==> src/bbr_map.vh <==
// register map, field positions, reset values and codes for the
// backlight/bias i2c register bank; definitions only.
`ifndef BBR_MAP_VH
`define BBR_MAP_VH
`define BBR_SLAVE_ADDR 7'h11
`define BBR_REG_REVISION 8'h01
`define BBR_REG_BL_CFG_A 8'h02
`define BBR_REG_BL_CFG_B 8'h03
`define BBR_REG_BRT_LOW 8'h04
`define BBR_REG_BRT_HIGH 8'h05
`define BBR_REG_FTH_LOW 8'h06
`define BBR_REG_FTH_HIGH 8'h07
`define BBR_REG_BL_EN 8'h08
`define BBR_REG_BIAS_CFG 8'h09
`define BBR_RST_BL_CFG_A 8'h28
`define BBR_RST_BL_CFG_B 8'h8d
`define BBR_RST_BRT_LOW 8'h07
`define BBR_RST_BRT_HIGH 8'hff
`define BBR_RST_BRIGHTNESS 11'h7ff
`define BBR_RST_FTH 8'h00
`define BBR_RST_BL_EN 8'h00
`define BBR_RST_BIAS_CFG 8'h18
`define BBR_SOFT_RESET_BIT 7
`define BBR_BL_EN_MASK 8'h7f
`define BBR_BRT_LOW_MASK 8'h07
`define BBR_FSEL_250K 2'h0
`define BBR_FSEL_500K 2'h1
`define BBR_FSEL_1M 2'h2
`define BBR_MODE_OFF 3'h0
`define BBR_MODE_NORMAL 3'h4
`define BBR_MODE_AUTO 3'h5
`define BBR_MODE_WAKE1 3'h6
`define BBR_MODE_WAKE2 3'h7
`define BBR_OVP_CODE_MAX 3'h3
`endif

==> src/bbr_sync.v <==
// two-flop synchroniser for one level from outside the ref_clk domain.
// assumes ref_clk; first flop feeds only the second.
`timescale 1ns/100ps
module bbr_sync (
	input wire ref_clk,
	input wire srst,
	input wire rst_val,
	input wire d,
	output reg q
);
	reg meta_q;

	// two stages, reset to the idle level of the pin
	always @(posedge ref_clk) begin
		if (srst) begin
			meta_q <= rst_val;
			q <= rst_val;
		end else begin
			meta_q <= d;
			q <= meta_q;
		end
	end
endmodule

==> src/bbr_freq_sel.v <==
// boost switching frequency choice from brightness and thresholds.
// pure combinational; inputs come from registers on ref_clk.
`timescale 1ns/100ps
`include "bbr_map.vh"
module bbr_freq_sel (
	input wire [7:0] brightness_high,
	input wire [7:0] freq_threshold_low,
	input wire [7:0] freq_threshold_high,
	output reg [1:0] freq_code
);
	// thresholds compare against the high brightness byte only
	always @* begin
		if (brightness_high < freq_threshold_low)
			freq_code = `BBR_FSEL_250K;
		else if (brightness_high > freq_threshold_high)
			freq_code = `BBR_FSEL_1M;
		else
			freq_code = `BBR_FSEL_500K;
	end
endmodule

==> src/bbr_regs.v <==
// i2c slave register bank of a backlight driver with display bias.
// assumes scl/sda from an open-drain bus, much slower than ref_clk.
`timescale 1ns/100ps
`include "bbr_map.vh"
module bbr_regs #(
	parameter [5:0] CHIP_REVISION = 6'h00, // arbitrary value
	parameter [1:0] MAKER_CODE = 2'h0 // arbitrary value
) (
	input wire ref_clk,
	input wire srst,
	input wire scl_in,
	input wire sda_in,
	output reg sda_out,
	output reg sda_oe,
	input wire bias_enable_pin_b,
	output reg [2:0] overvoltage_level_sel,
	output reg overvoltage_trip_off,
	output reg dimming_curve_sel,
	output reg dim_input_polarity,
	output reg dim_input_ramp_on,
	output reg dim_input_on,
	output reg boost_freq_sel,
	output reg [3:0] ramp_duration,
	output reg dim_sample_rate,
	output reg [1:0] dim_code_hysteresis,
	output reg [10:0] brightness,
	output reg [1:0] auto_freq_code,
	output reg backlight_on,
	output reg [3:0] string_on,
	output reg [2:0] bias_mode_sel,
	output reg bias_mode_valid,
	output reg positive_discharge_on,
	output reg negative_discharge_on,
	output reg positive_rail_on,
	output reg negative_rail_on,
	output reg bias_pin_control,
	output reg ramp_abort
);
	localparam [2:0] ST_IDLE = 3'h0;
	localparam [2:0] ST_ADDR = 3'h1;
	localparam [2:0] ST_ACK = 3'h2;
	localparam [2:0] ST_RXD = 3'h3;
	localparam [2:0] ST_TXD = 3'h4;
	localparam [2:0] ST_MACK = 3'h5;
	localparam [2:0] ST_START = 3'h6;

	wire scl_s;
	wire sda_s;
	wire pinb_s;
	reg scl_q, sda_q;
	reg [2:0] st_q;
	reg [7:0] sh_q;
	reg [2:0] bit_q;
	reg rw_q;
	reg have_ptr_q;
	reg [7:0] ptr_q;
	reg [7:0] cfg_a_q, cfg_b_q, brt_lo_q, brt_hi_q;
	reg [7:0] fth_lo_q, fth_hi_q, en_q, bias_q;
	reg [10:0] brt_q;
	reg soft_rst_q;
	wire [1:0] fcode;

	// bus pins and the bias pin are asynchronous to ref_clk
	bbr_sync u_scl (.ref_clk(ref_clk), .srst(srst), .rst_val(1'b1),
		.d(scl_in), .q(scl_s));
	bbr_sync u_sda (.ref_clk(ref_clk), .srst(srst), .rst_val(1'b1),
		.d(sda_in), .q(sda_s));
	bbr_sync u_pinb (.ref_clk(ref_clk), .srst(srst), .rst_val(1'b0),
		.d(bias_enable_pin_b), .q(pinb_s));

	bbr_freq_sel u_fsel (.brightness_high(brt_hi_q),
		.freq_threshold_low(fth_lo_q), .freq_threshold_high(fth_hi_q),
		.freq_code(fcode));

	wire scl_rise = scl_s & ~scl_q;
	wire scl_fall = ~scl_s & scl_q;
	wire start_c = scl_s & scl_q & sda_q & ~sda_s;
	wire stop_c = scl_s & scl_q & ~sda_q & sda_s;

	// read mux; unmapped addresses read zero
	function [7:0] rd_mux;
		input [7:0] a;
		begin
			case (a)
			`BBR_REG_REVISION: rd_mux = {CHIP_REVISION, MAKER_CODE};
			`BBR_REG_BL_CFG_A: rd_mux = cfg_a_q;
			`BBR_REG_BL_CFG_B: rd_mux = cfg_b_q;
			`BBR_REG_BRT_LOW: rd_mux = brt_lo_q;
			`BBR_REG_BRT_HIGH: rd_mux = brt_hi_q;
			`BBR_REG_FTH_LOW: rd_mux = fth_lo_q;
			`BBR_REG_FTH_HIGH: rd_mux = fth_hi_q;
			`BBR_REG_BL_EN: rd_mux = en_q;
			`BBR_REG_BIAS_CFG: rd_mux = bias_q;
			default: rd_mux = 8'h00;
			endcase
		end
	endfunction

	// edge history of the synchronised pins
	always @(posedge ref_clk) begin
		if (srst) begin
			scl_q <= 1'b1;
			sda_q <= 1'b1;
		end else begin
			scl_q <= scl_s;
			sda_q <= sda_s;
		end
	end

	// i2c slave engine and register writes
	always @(posedge ref_clk) begin
		if (srst || soft_rst_q) begin
			st_q <= ST_IDLE;
			sh_q <= 8'h00;
			bit_q <= 3'h0;
			rw_q <= 1'b0;
			have_ptr_q <= 1'b0;
			ptr_q <= 8'h00;
			sda_oe <= 1'b0;
			sda_out <= 1'b0;
			cfg_a_q <= `BBR_RST_BL_CFG_A;
			cfg_b_q <= `BBR_RST_BL_CFG_B;
			brt_lo_q <= `BBR_RST_BRT_LOW;
			brt_hi_q <= `BBR_RST_BRT_HIGH;
			brt_q <= `BBR_RST_BRIGHTNESS;
			fth_lo_q <= `BBR_RST_FTH;
			fth_hi_q <= `BBR_RST_FTH;
			en_q <= `BBR_RST_BL_EN;
			bias_q <= `BBR_RST_BIAS_CFG;
			soft_rst_q <= 1'b0;
		end else if (start_c) begin
			st_q <= ST_START;
			bit_q <= 3'h0;
			sda_oe <= 1'b0;
		end else if (stop_c) begin
			st_q <= ST_IDLE;
			sda_oe <= 1'b0;
		end else begin
			case (st_q)
			// the scl fall closing a start is not a bit
			ST_START: begin
				if (scl_fall)
					st_q <= ST_ADDR;
			end
			ST_IDLE: sda_oe <= 1'b0;
			ST_ADDR, ST_RXD: begin
				if (scl_rise) begin
					sh_q <= {sh_q[6:0], sda_s};
				end else if (scl_fall) begin
					bit_q <= bit_q + 3'h1;
					if (bit_q == 3'h7) begin
						if (st_q == ST_ADDR &&
							sh_q[7:1] != `BBR_SLAVE_ADDR) begin
							st_q <= ST_IDLE;
						end else begin
							if (st_q == ST_ADDR) begin
								rw_q <= sh_q[0];
								have_ptr_q <= 1'b0;
							end else if (!have_ptr_q) begin
								ptr_q <= sh_q;
								have_ptr_q <= 1'b1;
							end else begin
								ptr_q <= ptr_q + 8'h01;
								case (ptr_q)
								`BBR_REG_BL_CFG_A: cfg_a_q <= sh_q;
								`BBR_REG_BL_CFG_B: cfg_b_q <= sh_q;
								`BBR_REG_BRT_LOW: brt_lo_q <= sh_q;
								`BBR_REG_BRT_HIGH: begin
									brt_hi_q <= sh_q;
									brt_q <= {sh_q,
										brt_lo_q[2:0]};
								end
								`BBR_REG_FTH_LOW: fth_lo_q <= sh_q;
								`BBR_REG_FTH_HIGH: fth_hi_q <= sh_q;
								`BBR_REG_BL_EN: begin
									en_q <= sh_q & `BBR_BL_EN_MASK;
									soft_rst_q <=
										sh_q[`BBR_SOFT_RESET_BIT];
								end
								`BBR_REG_BIAS_CFG: bias_q <= sh_q;
								default: ;
								endcase
							end
							st_q <= ST_ACK;
							sda_oe <= 1'b1;
						end
					end
				end
			end
			ST_ACK: begin
				if (scl_fall) begin
					bit_q <= 3'h0;
					if (rw_q && !have_ptr_q) begin
						st_q <= ST_TXD;
						sh_q <= rd_mux(ptr_q);
						// msb low means pull sda low
						sda_oe <= (rd_mux(ptr_q) < 8'h80);
						have_ptr_q <= 1'b1;
					end else begin
						st_q <= ST_RXD;
						sda_oe <= 1'b0;
					end
				end
			end
			ST_TXD: begin
				if (scl_fall) begin
					bit_q <= bit_q + 3'h1;
					if (bit_q == 3'h7) begin
						st_q <= ST_MACK;
						sda_oe <= 1'b0;
						ptr_q <= ptr_q + 8'h01;
					end else begin
						sh_q <= {sh_q[6:0], 1'b0};
						sda_oe <= ~sh_q[6];
					end
				end
			end
			ST_MACK: begin
				if (scl_rise && sda_s)
					st_q <= ST_IDLE; // master nack ends the read
				else if (scl_fall) begin
					st_q <= ST_TXD;
					bit_q <= 3'h0;
					sh_q <= rd_mux(ptr_q);
					sda_oe <= (rd_mux(ptr_q) < 8'h80);
				end
			end
			default: st_q <= ST_IDLE;
			endcase
		end
	end

	// registered function outputs; field decoding happens here, frequency choice in bbr_freq_sel
	always @(posedge ref_clk) begin
		if (srst) begin
			overvoltage_level_sel <= 3'h1;
			overvoltage_trip_off <= 1'b0;
			dimming_curve_sel <= 1'b1;
			dim_input_polarity <= 1'b0;
			dim_input_ramp_on <= 1'b0;
			dim_input_on <= 1'b0;
			boost_freq_sel <= 1'b1;
			ramp_duration <= 4'h1;
			dim_sample_rate <= 1'b1;
			dim_code_hysteresis <= 2'h1;
			brightness <= `BBR_RST_BRIGHTNESS;
			auto_freq_code <= `BBR_FSEL_250K;
			backlight_on <= 1'b0;
			string_on <= 4'h0;
			bias_mode_sel <= `BBR_MODE_OFF;
			bias_mode_valid <= 1'b1;
			positive_discharge_on <= 1'b1;
			negative_discharge_on <= 1'b1;
			positive_rail_on <= 1'b0;
			negative_rail_on <= 1'b0;
			bias_pin_control <= 1'b0;
			ramp_abort <= 1'b0;
		end else begin
			overvoltage_level_sel <= (cfg_a_q[7:5] > `BBR_OVP_CODE_MAX) ?
				`BBR_OVP_CODE_MAX : cfg_a_q[7:5];
			overvoltage_trip_off <= cfg_a_q[4];
			dimming_curve_sel <= cfg_a_q[3];
			dim_input_polarity <= cfg_a_q[2];
			dim_input_ramp_on <= cfg_a_q[1];
			dim_input_on <= cfg_a_q[0];
			boost_freq_sel <= cfg_b_q[7];
			ramp_duration <= cfg_b_q[6:3];
			dim_sample_rate <= cfg_b_q[2];
			dim_code_hysteresis <= cfg_b_q[1:0];
			brightness <= brt_q;
			auto_freq_code <= fcode;
			backlight_on <= en_q[4];
			string_on <= en_q[3:0];
			bias_mode_sel <= bias_q[7:5];
			bias_mode_valid <= (bias_q[7:5] == `BBR_MODE_OFF) ||
				bias_q[7];
			positive_discharge_on <= bias_q[4];
			negative_discharge_on <= bias_q[3];
			bias_pin_control <= bias_q[0];
			// rail enables; pin b gates under pin control
			positive_rail_on <= bias_q[2] & (~bias_q[0] | pinb_s);
			negative_rail_on <= bias_q[1] & (~bias_q[0] | pinb_s);
			// abort any ramp on soft reset
			ramp_abort <= soft_rst_q;
		end
	end
endmodule

==> config.mk <==
export PLATFORM = sky130hd
export DESIGN_NAME = bbr_regs
export DESIGN_NICKNAME = d
export VERILOG_FILES = /design/src/bbr_sync.v /design/src/bbr_freq_sel.v /design/src/bbr_regs.v
export VERILOG_INCLUDE_DIRS = /design/src
export SDC_FILE = /design/constraint.sdc
export NUM_CORES = 1
export LEC_CHECK = 0
export ABC_AREA = 0
export ABC_CLOCK_PERIOD_IN_PS = 2400
export BUFFER_PORTS_ARGS = -buffer_cell sky130_fd_sc_hd__buf_2
export CAP_MARGIN = 10
export CORE_MARGIN = 1.5
export CORE_UTILIZATION = 30
export DETAILED_ROUTE_END_ITERATION = 6
export GPL_TIMING_DRIVEN = 0
export PLACE_DENSITY_LB_ADDON = 0.08
export REMOVE_ABC_BUFFERS = 1
export SLEW_MARGIN = 5
export SYNTH_ARGS = -nofsm -noshare
export SYNTH_HDL_FRONTEND = slang
export SYNTH_SLANG_ARGS = --single-unit
==> constraint.sdc <==
create_clock -name ref_clk -period 2.4 [get_ports ref_clk]
set_input_delay 0.36 -clock ref_clk [delete_from_list [all_inputs] [get_ports ref_clk]]
set_output_delay 0.36 -clock ref_clk [all_outputs]
set_load 0.005 [all_outputs]
Word level (Yosys, flattened, before mapping)
Index checks and enable logic that the tools add are counted.

word-level totals
  logic and storage cells = 217
  flip-flop bits (word level) = 152

cells by class
  reductions and logical operators = 33
  bitwise gates (word level) = 22
  add/sub/neg operators = 2
  equal/unequal tests = 40
  magnitude comparators = 5
  multiplexer cells = 66

operators by type and width
  kind                                                             number
  8-bit two-way mux                                                23
  10-bit AND reduction                                             10
  8-bit one-hot mux with 8 select lines                            1
  3-bit two-way mux                                                16
  9-bit AND reduction                                              4
  8-bit by 3-bit == test with 1-bit output, second input constant  4
  8-bit one-hot mux with 4 select lines                            1
  2-bit inequality test, second input constant                     14
  4-bit inequality test, second input constant                     7
  3-bit one-hot mux with 6 select lines                            1
  1-bit two-way mux                                                17
  8-bit by 2-bit == test with 1-bit output, second input constant  2
  8-bit by 4-bit == test with 1-bit output, second input constant  2
  8-bit < comparator, second input constant                        2
  8-bit one-hot mux with 2 select lines                            1
  3-bit == test, second input constant                             4
  1-bit inverter                                                   12
  3-bit one-hot mux with 4 select lines                            1
  1-bit bitwise AND                                                9
  8-bit by 1-bit adder with 8-bit output, second input constant    1
  8-bit > comparator                                               1
  8-bit < comparator                                               1
  8-bit AND reduction                                              1
  2-bit OR reduction                                               4
  other kinds (20)                                                 29

Logic depth before layout (Yosys ltp)
  depth after elaboration = 12
  mapped depth = 9
  mapped depth without buffers = 8

Modules after synthesis
Synthesis repeated with hierarchy kept, for this count alone.

second synthesis, totals
  cell total of the unflattened synthesis = 774
  area, all modules = 6451.2 µm²

by module, submodules not included
  module        area an instance (µm²)  times used  cells an instance
  bbr_regs      5849.4                  1           710
  bbr_freq_sel  414.1                   1           52
  bbr_sync      62.6                    3           4

Worst setup path after synthesis
Ideal clock, no wire load.

  path type = register -> register
  start point = register bit_q[0]
  end point = register cfg_a_q[3]
  cell stages (with the launch flop) = 9
  slack = 0.317 ns
  clock period less this slack = 2.083 ns
  data arrival time = 1.954 ns
  cells stage by stage = dfxtp_1 ha_1 ha_1 nand3b_1 or3_1 nor3_2 nand2_2 mux2i_1 nand2_1

between the ends
  cells in the longest elaborated chain, start to end = 2

ends and longest elaborated chain
  item                                   line            text
  from (decl)                            bbr_regs.v:53   reg [2:0] bit_q;
  from (signal assigned)                 bbr_regs.v:150  bit_q <= bit_q + 3'h1;
  from (signal assigned)                 bbr_regs.v:207  bit_q <= bit_q + 3'h1;
  3-bit == test                          bbr_regs.v:151  if (bit_q == 3'h7) begin
  10-bit AND reduction (no source line)  --
  to (signal assigned)                   bbr_regs.v:121  cfg_a_q <= `BBR_RST_BL_CFG_A;
  to (signal assigned)                   bbr_regs.v:165  `BBR_REG_BL_CFG_A: cfg_a_q <= sh_q;
  to (decl)                              bbr_regs.v:57   reg [7:0] cfg_a_q, cfg_b_q, brt_lo_q, brt_hi_q;

No other way between the ends.
A chain may end at the register's enable or synchronous reset.

Worst setup path after layout
  start point = register ptr_q[4]
  end point = register sh_q[0]

between the ends
  cells in the longest elaborated chain, start to end = 5

ends and longest elaborated chain
  item                                                              line            text
  from (decl)                                                       bbr_regs.v:56   reg [7:0] ptr_q;
  from (signal assigned)                                            bbr_regs.v:160  ptr_q <= sh_q;
  from (signal assigned)                                            bbr_regs.v:163  ptr_q <= ptr_q + 8'h01;
  from (signal assigned)                                            bbr_regs.v:211  ptr_q <= ptr_q + 8'h01;
  8-bit by 4-bit == test with 1-bit output (tied with other cells)  bbr_regs.v:84   case (a)
  8-bit one-hot mux with 8 select lines (*)                         bbr_regs.v:84
  8-bit two-way mux (on tied branches) (2 in series)                --
  8-bit one-hot mux with 4 select lines (*)                         bbr_regs.v:139  case (st_q)
  to (signal assigned)                                              bbr_regs.v:148  sh_q <= {sh_q[6:0], sda_s};
  to (signal assigned)                                              bbr_regs.v:213  sh_q <= {sh_q[6:0], 1'b0};
  to (signal assigned)                                              bbr_regs.v:224  sh_q <= rd_mux(ptr_q);
  to (decl)                                                         bbr_regs.v:52   reg [7:0] sh_q;

Mark *: on every way between the ends. The rest lies on a longest branch, timed or not. The select of a mux whose other input is x is not followed.

==> out/qor.yml <==
status: "finished, final reports clean"
powerDensity_nw_per_um2: 724
finalWirelength_mm: 16.2
synth_area_leaders: "dfxtp_1 46%, mux2i_1 10%, nor2_1 4.9%"
crit_path_start: "ptr_q[4]$_SDFFE_PP0P_"
drt_iter0_drc: 236
htreeDepth: 4
dpl.hpwl_mm: 10.6
post-cts-setup-buffers: 0
syn_area_per_cell_um2: 9.15
synth_top_cell_by_area: "dfxtp_1"
p_clk_share_pct: 52.0
yosysWarningCount: 0
skew_ns: 0.00699
critPathLaunchType: "flip-flop"
core_um2: 20300
gp_congestion: 0.806
vdd_drop_max_v: 0.000501
internal-power_mw: 4.13
grt_pass1_wl_mm: 25.9
synth_top_area_share_pct: 46.2
cts.sinks: 144
hold_depth: 2
cts_made_buffers: 17
route.detailed.wl_per_inst_um: 16.3
combinationalPowerShare_pct: 2.6
hp-class: "primary input to flip-flop"
synth_enable_flop_cells: 0
synth_area_um2: 6240
ys.flop_type: "dfxtp_1"
vias: 4860
min_period_ns: 2.32
rows: 52
grtUsageTotal_pct: 15.4
cts_tree: "done"
path_max_fanout: 10
n_antenna_cell: 0
cp.required_ns: 2.75
nFillCells: 2104
synth-seq-cells: 144
worst_skew_pair.late_latency_ns: 0.42
die_w_um: 147
power_mw: 5.35
overflow: 0
grt_max_degree: 56
dp_cells: 961
r2r_setup_slack_ns: 0.08
max_slew_margin_pct: 21.4
crit_type: "flip-flop to flip-flop"
dr.pass1.iters: 4
p_leak_nw: 3.22
power.net_switching_mw: 1.22
crit_arrival_ns: 2.67
fin_area_um2: 7400
pwr-share-seq_pct: 45.5
reg2reg_from: "ptr_q[4]$_SDFFE_PP0P_"
yosysUniqueCellTypes: 52
min_period_over_period_pct: 96.7
finalHoldViolCount: 0
syn_inst: 682
start_util_pct: 30.8
ys_seq_area_share_pct: 46.2
post_dp_cell_area_um2: 6680
worstRegToRegCells: 6
slew_viol_final: 0
antenna_left: 0
antenna_found_initial: 0
endpoint: "sh_q[0]$_SDFFE_PP0P_"
ios: 51
die-area_um2: 21700
holdBufCountCts: 0
tightest_slew_ns: 1.18
grt_pass1_vias: 4720
viasPerCell: 4.89
r2r_end: "sh_q[0]$_SDFFE_PP0P_"
final_cells: 993
max_freq_ghz: 0.431
clockBufferDepth: 2
cp-end-kind: "flip-flop"
clkTransAtPathRegs_ns: 0.06
area_growth_pct: 18.5
maxCapViolCount: 0
netlist_top_cells_count: "144 x dfxtp_1, 81 x nor2_1, 65 x mux2i_1, 47 x nand2_1, 37 x clkbuf_1"
setup-violations-final: 0
fin_nets: 736
rsz0062_at_grt: "true"
die_h_um: 147
cts-root-buf: "clkbuf_16"
post-synth-top-count-cell: "dfxtp_1"
drcViolationCount: 0
place.port_buffers: 49
drive_above_1_share_pct: 19.4
p_sw_share_pct: 22.8
async_reset_ff_share_pct: 0
[metal layers]
layer / up-vias / share of wire [%] / track usage [%]
met2: 94 / 47 / 25.1
li1: 2434 / - / -
met1: 2305 / 47 / 20.0
met3: 27 / 3.6 / 2.89
met4: 0 / 2.2 / 6.60
met5: - / 0 / 0
[worst min-delay path by stage]
stage,startpoint,to
2_1_floorplan,u_scl.meta_q$_SDFF_PP1_,u_scl.q$_SDFF_PP1_
3_3_place_gp,u_sda.meta_q$_SDFF_PP1_,u_sda.q$_SDFF_PP1_
3_5_place_dp,u_scl.meta_q$_SDFF_PP1_,u_scl.q$_SDFF_PP1_
4_1_cts,sda_in,u_sda.meta_q$_SDFF_PP1_
5_1_grt,scl_in,u_scl.meta_q$_SDFF_PP1_
6_report,scl_in,u_scl.meta_q$_SDFF_PP1_
[power groups by stage]
stage	Combinational [mW]	Sequential [mW]	Clock [mW]
after floorplan	0.0798	2.47	0
after global placement	0.126	2.49	0
after detailed placement	0.137	2.49	0
after CTS	0.139	2.43	2.85
after global routing	0.156	2.44	2.97
final	0.138	2.43	2.78
[per-stage QoR]
stage / hold WS (ns) / worst slack, ns / setup TNS (ns) / util, %
floorplan: 0.389 / 0.0662 / 0 / -
global placement: 0.393 / -1.49 / -40.58 / 32.7
detailed placement: 0.392 / -0.197 / -7.83 / 32.9
CTS: 0.102 / 0.0246 / 0 / 36.2
global route: 0.111 / -0.0214 / -0.0615 / 36.4
finish: 0.122 / 0.0792 / 0 / 36.4
[timing repair]
action,CTS,global route
gates resized for setup,12,11
setup endpoints to repair,80,65
pin swaps,0,3
[critical path, stage by stage (launching register included)]
cell and delay (ns):
dfxtp_1 0.35, or4_4 0.55, or3b_4 0.50, a21oi_1 0.18, o21ba_2 0.24, o21ai_0 0.23, a31oi_1 0.21
[cell usage in the layout (no fill, tap or decap), types with 3 or more instances in the layout]
cell type   synthesis  layout
a211oi_1            3       3
a21o_1              5       5
a21oi_1            28      25
a221oi_1           15      13
a22o_1              4       4
a22oi_1            24      24
a31oi_1             7       7
and3_1              6       6
buf_2               1      50
bufinv_16           0       3
clkbuf_16           0      17
clkinvlp_4          0       5
dfxtp_1           144     142
ha_1               21      16
ha_2                0       5
inv_1              21      21
inv_6               0       4
mux2i_1            65      65
nand2_1            47      47
nand2_2             7       3
nand2_4             1       5
nand2b_1           10      10
nand3_1            10      10
nand3b_1            3       3
nand4_1             5       5
nor2_1             81      80
nor2b_1            26      26
nor3_1             13      13
nor3b_1             4       4
o21ai_0            30      30
o22ai_1             4       4
o31ai_1             4       4
or2_2              26      25
[final cells by class]
type	instances	area (um^2)	area share [%]
tap	270	338	4.57
timing repair buffer	52	289	3.91
clock inverter	14	179	2.42
sequential	144	2890	39.0
inverter	21	78.8	1.07
multi-input combinational	474	3190	43.1
clock buffer	18	439	5.94
[registers in the layout, indices dropped and copies added (netlist names), 3 cells and up]
register               cells
bias_mode_sel              3
bias_q                     8
bit_q                      3
brightness                11
brt_hi_q                   8
brt_lo_q                   8
brt_q                      3
cfg_a_q                    8
cfg_b_q                    8
en_q                       7
fth_hi_q                   8
fth_lo_q                   8
overvoltage_level_sel      3
ptr_q                      8
ramp_duration              4
sh_q                       8
st_q                       3
string_on                  4
[cells by family (layout without fill, tap and decap cells)]
logic type,after synthesis,after routing,share of synthesized area [%]
AND/OR/NAND/NOR,253,253,20.7
flip-flops,144,144,46.2
AO/OA/AOI/OAI,132,132,13.9
multiplexers,65,65,10.4
buffers and inverters,65,105,4.41
adder cells (fa/ha/maj),21,21,4.21
other,1,2,0.0601
XOR/XNOR,1,1,0.140
No activity file was read; power rests on OpenSTA's default activity.
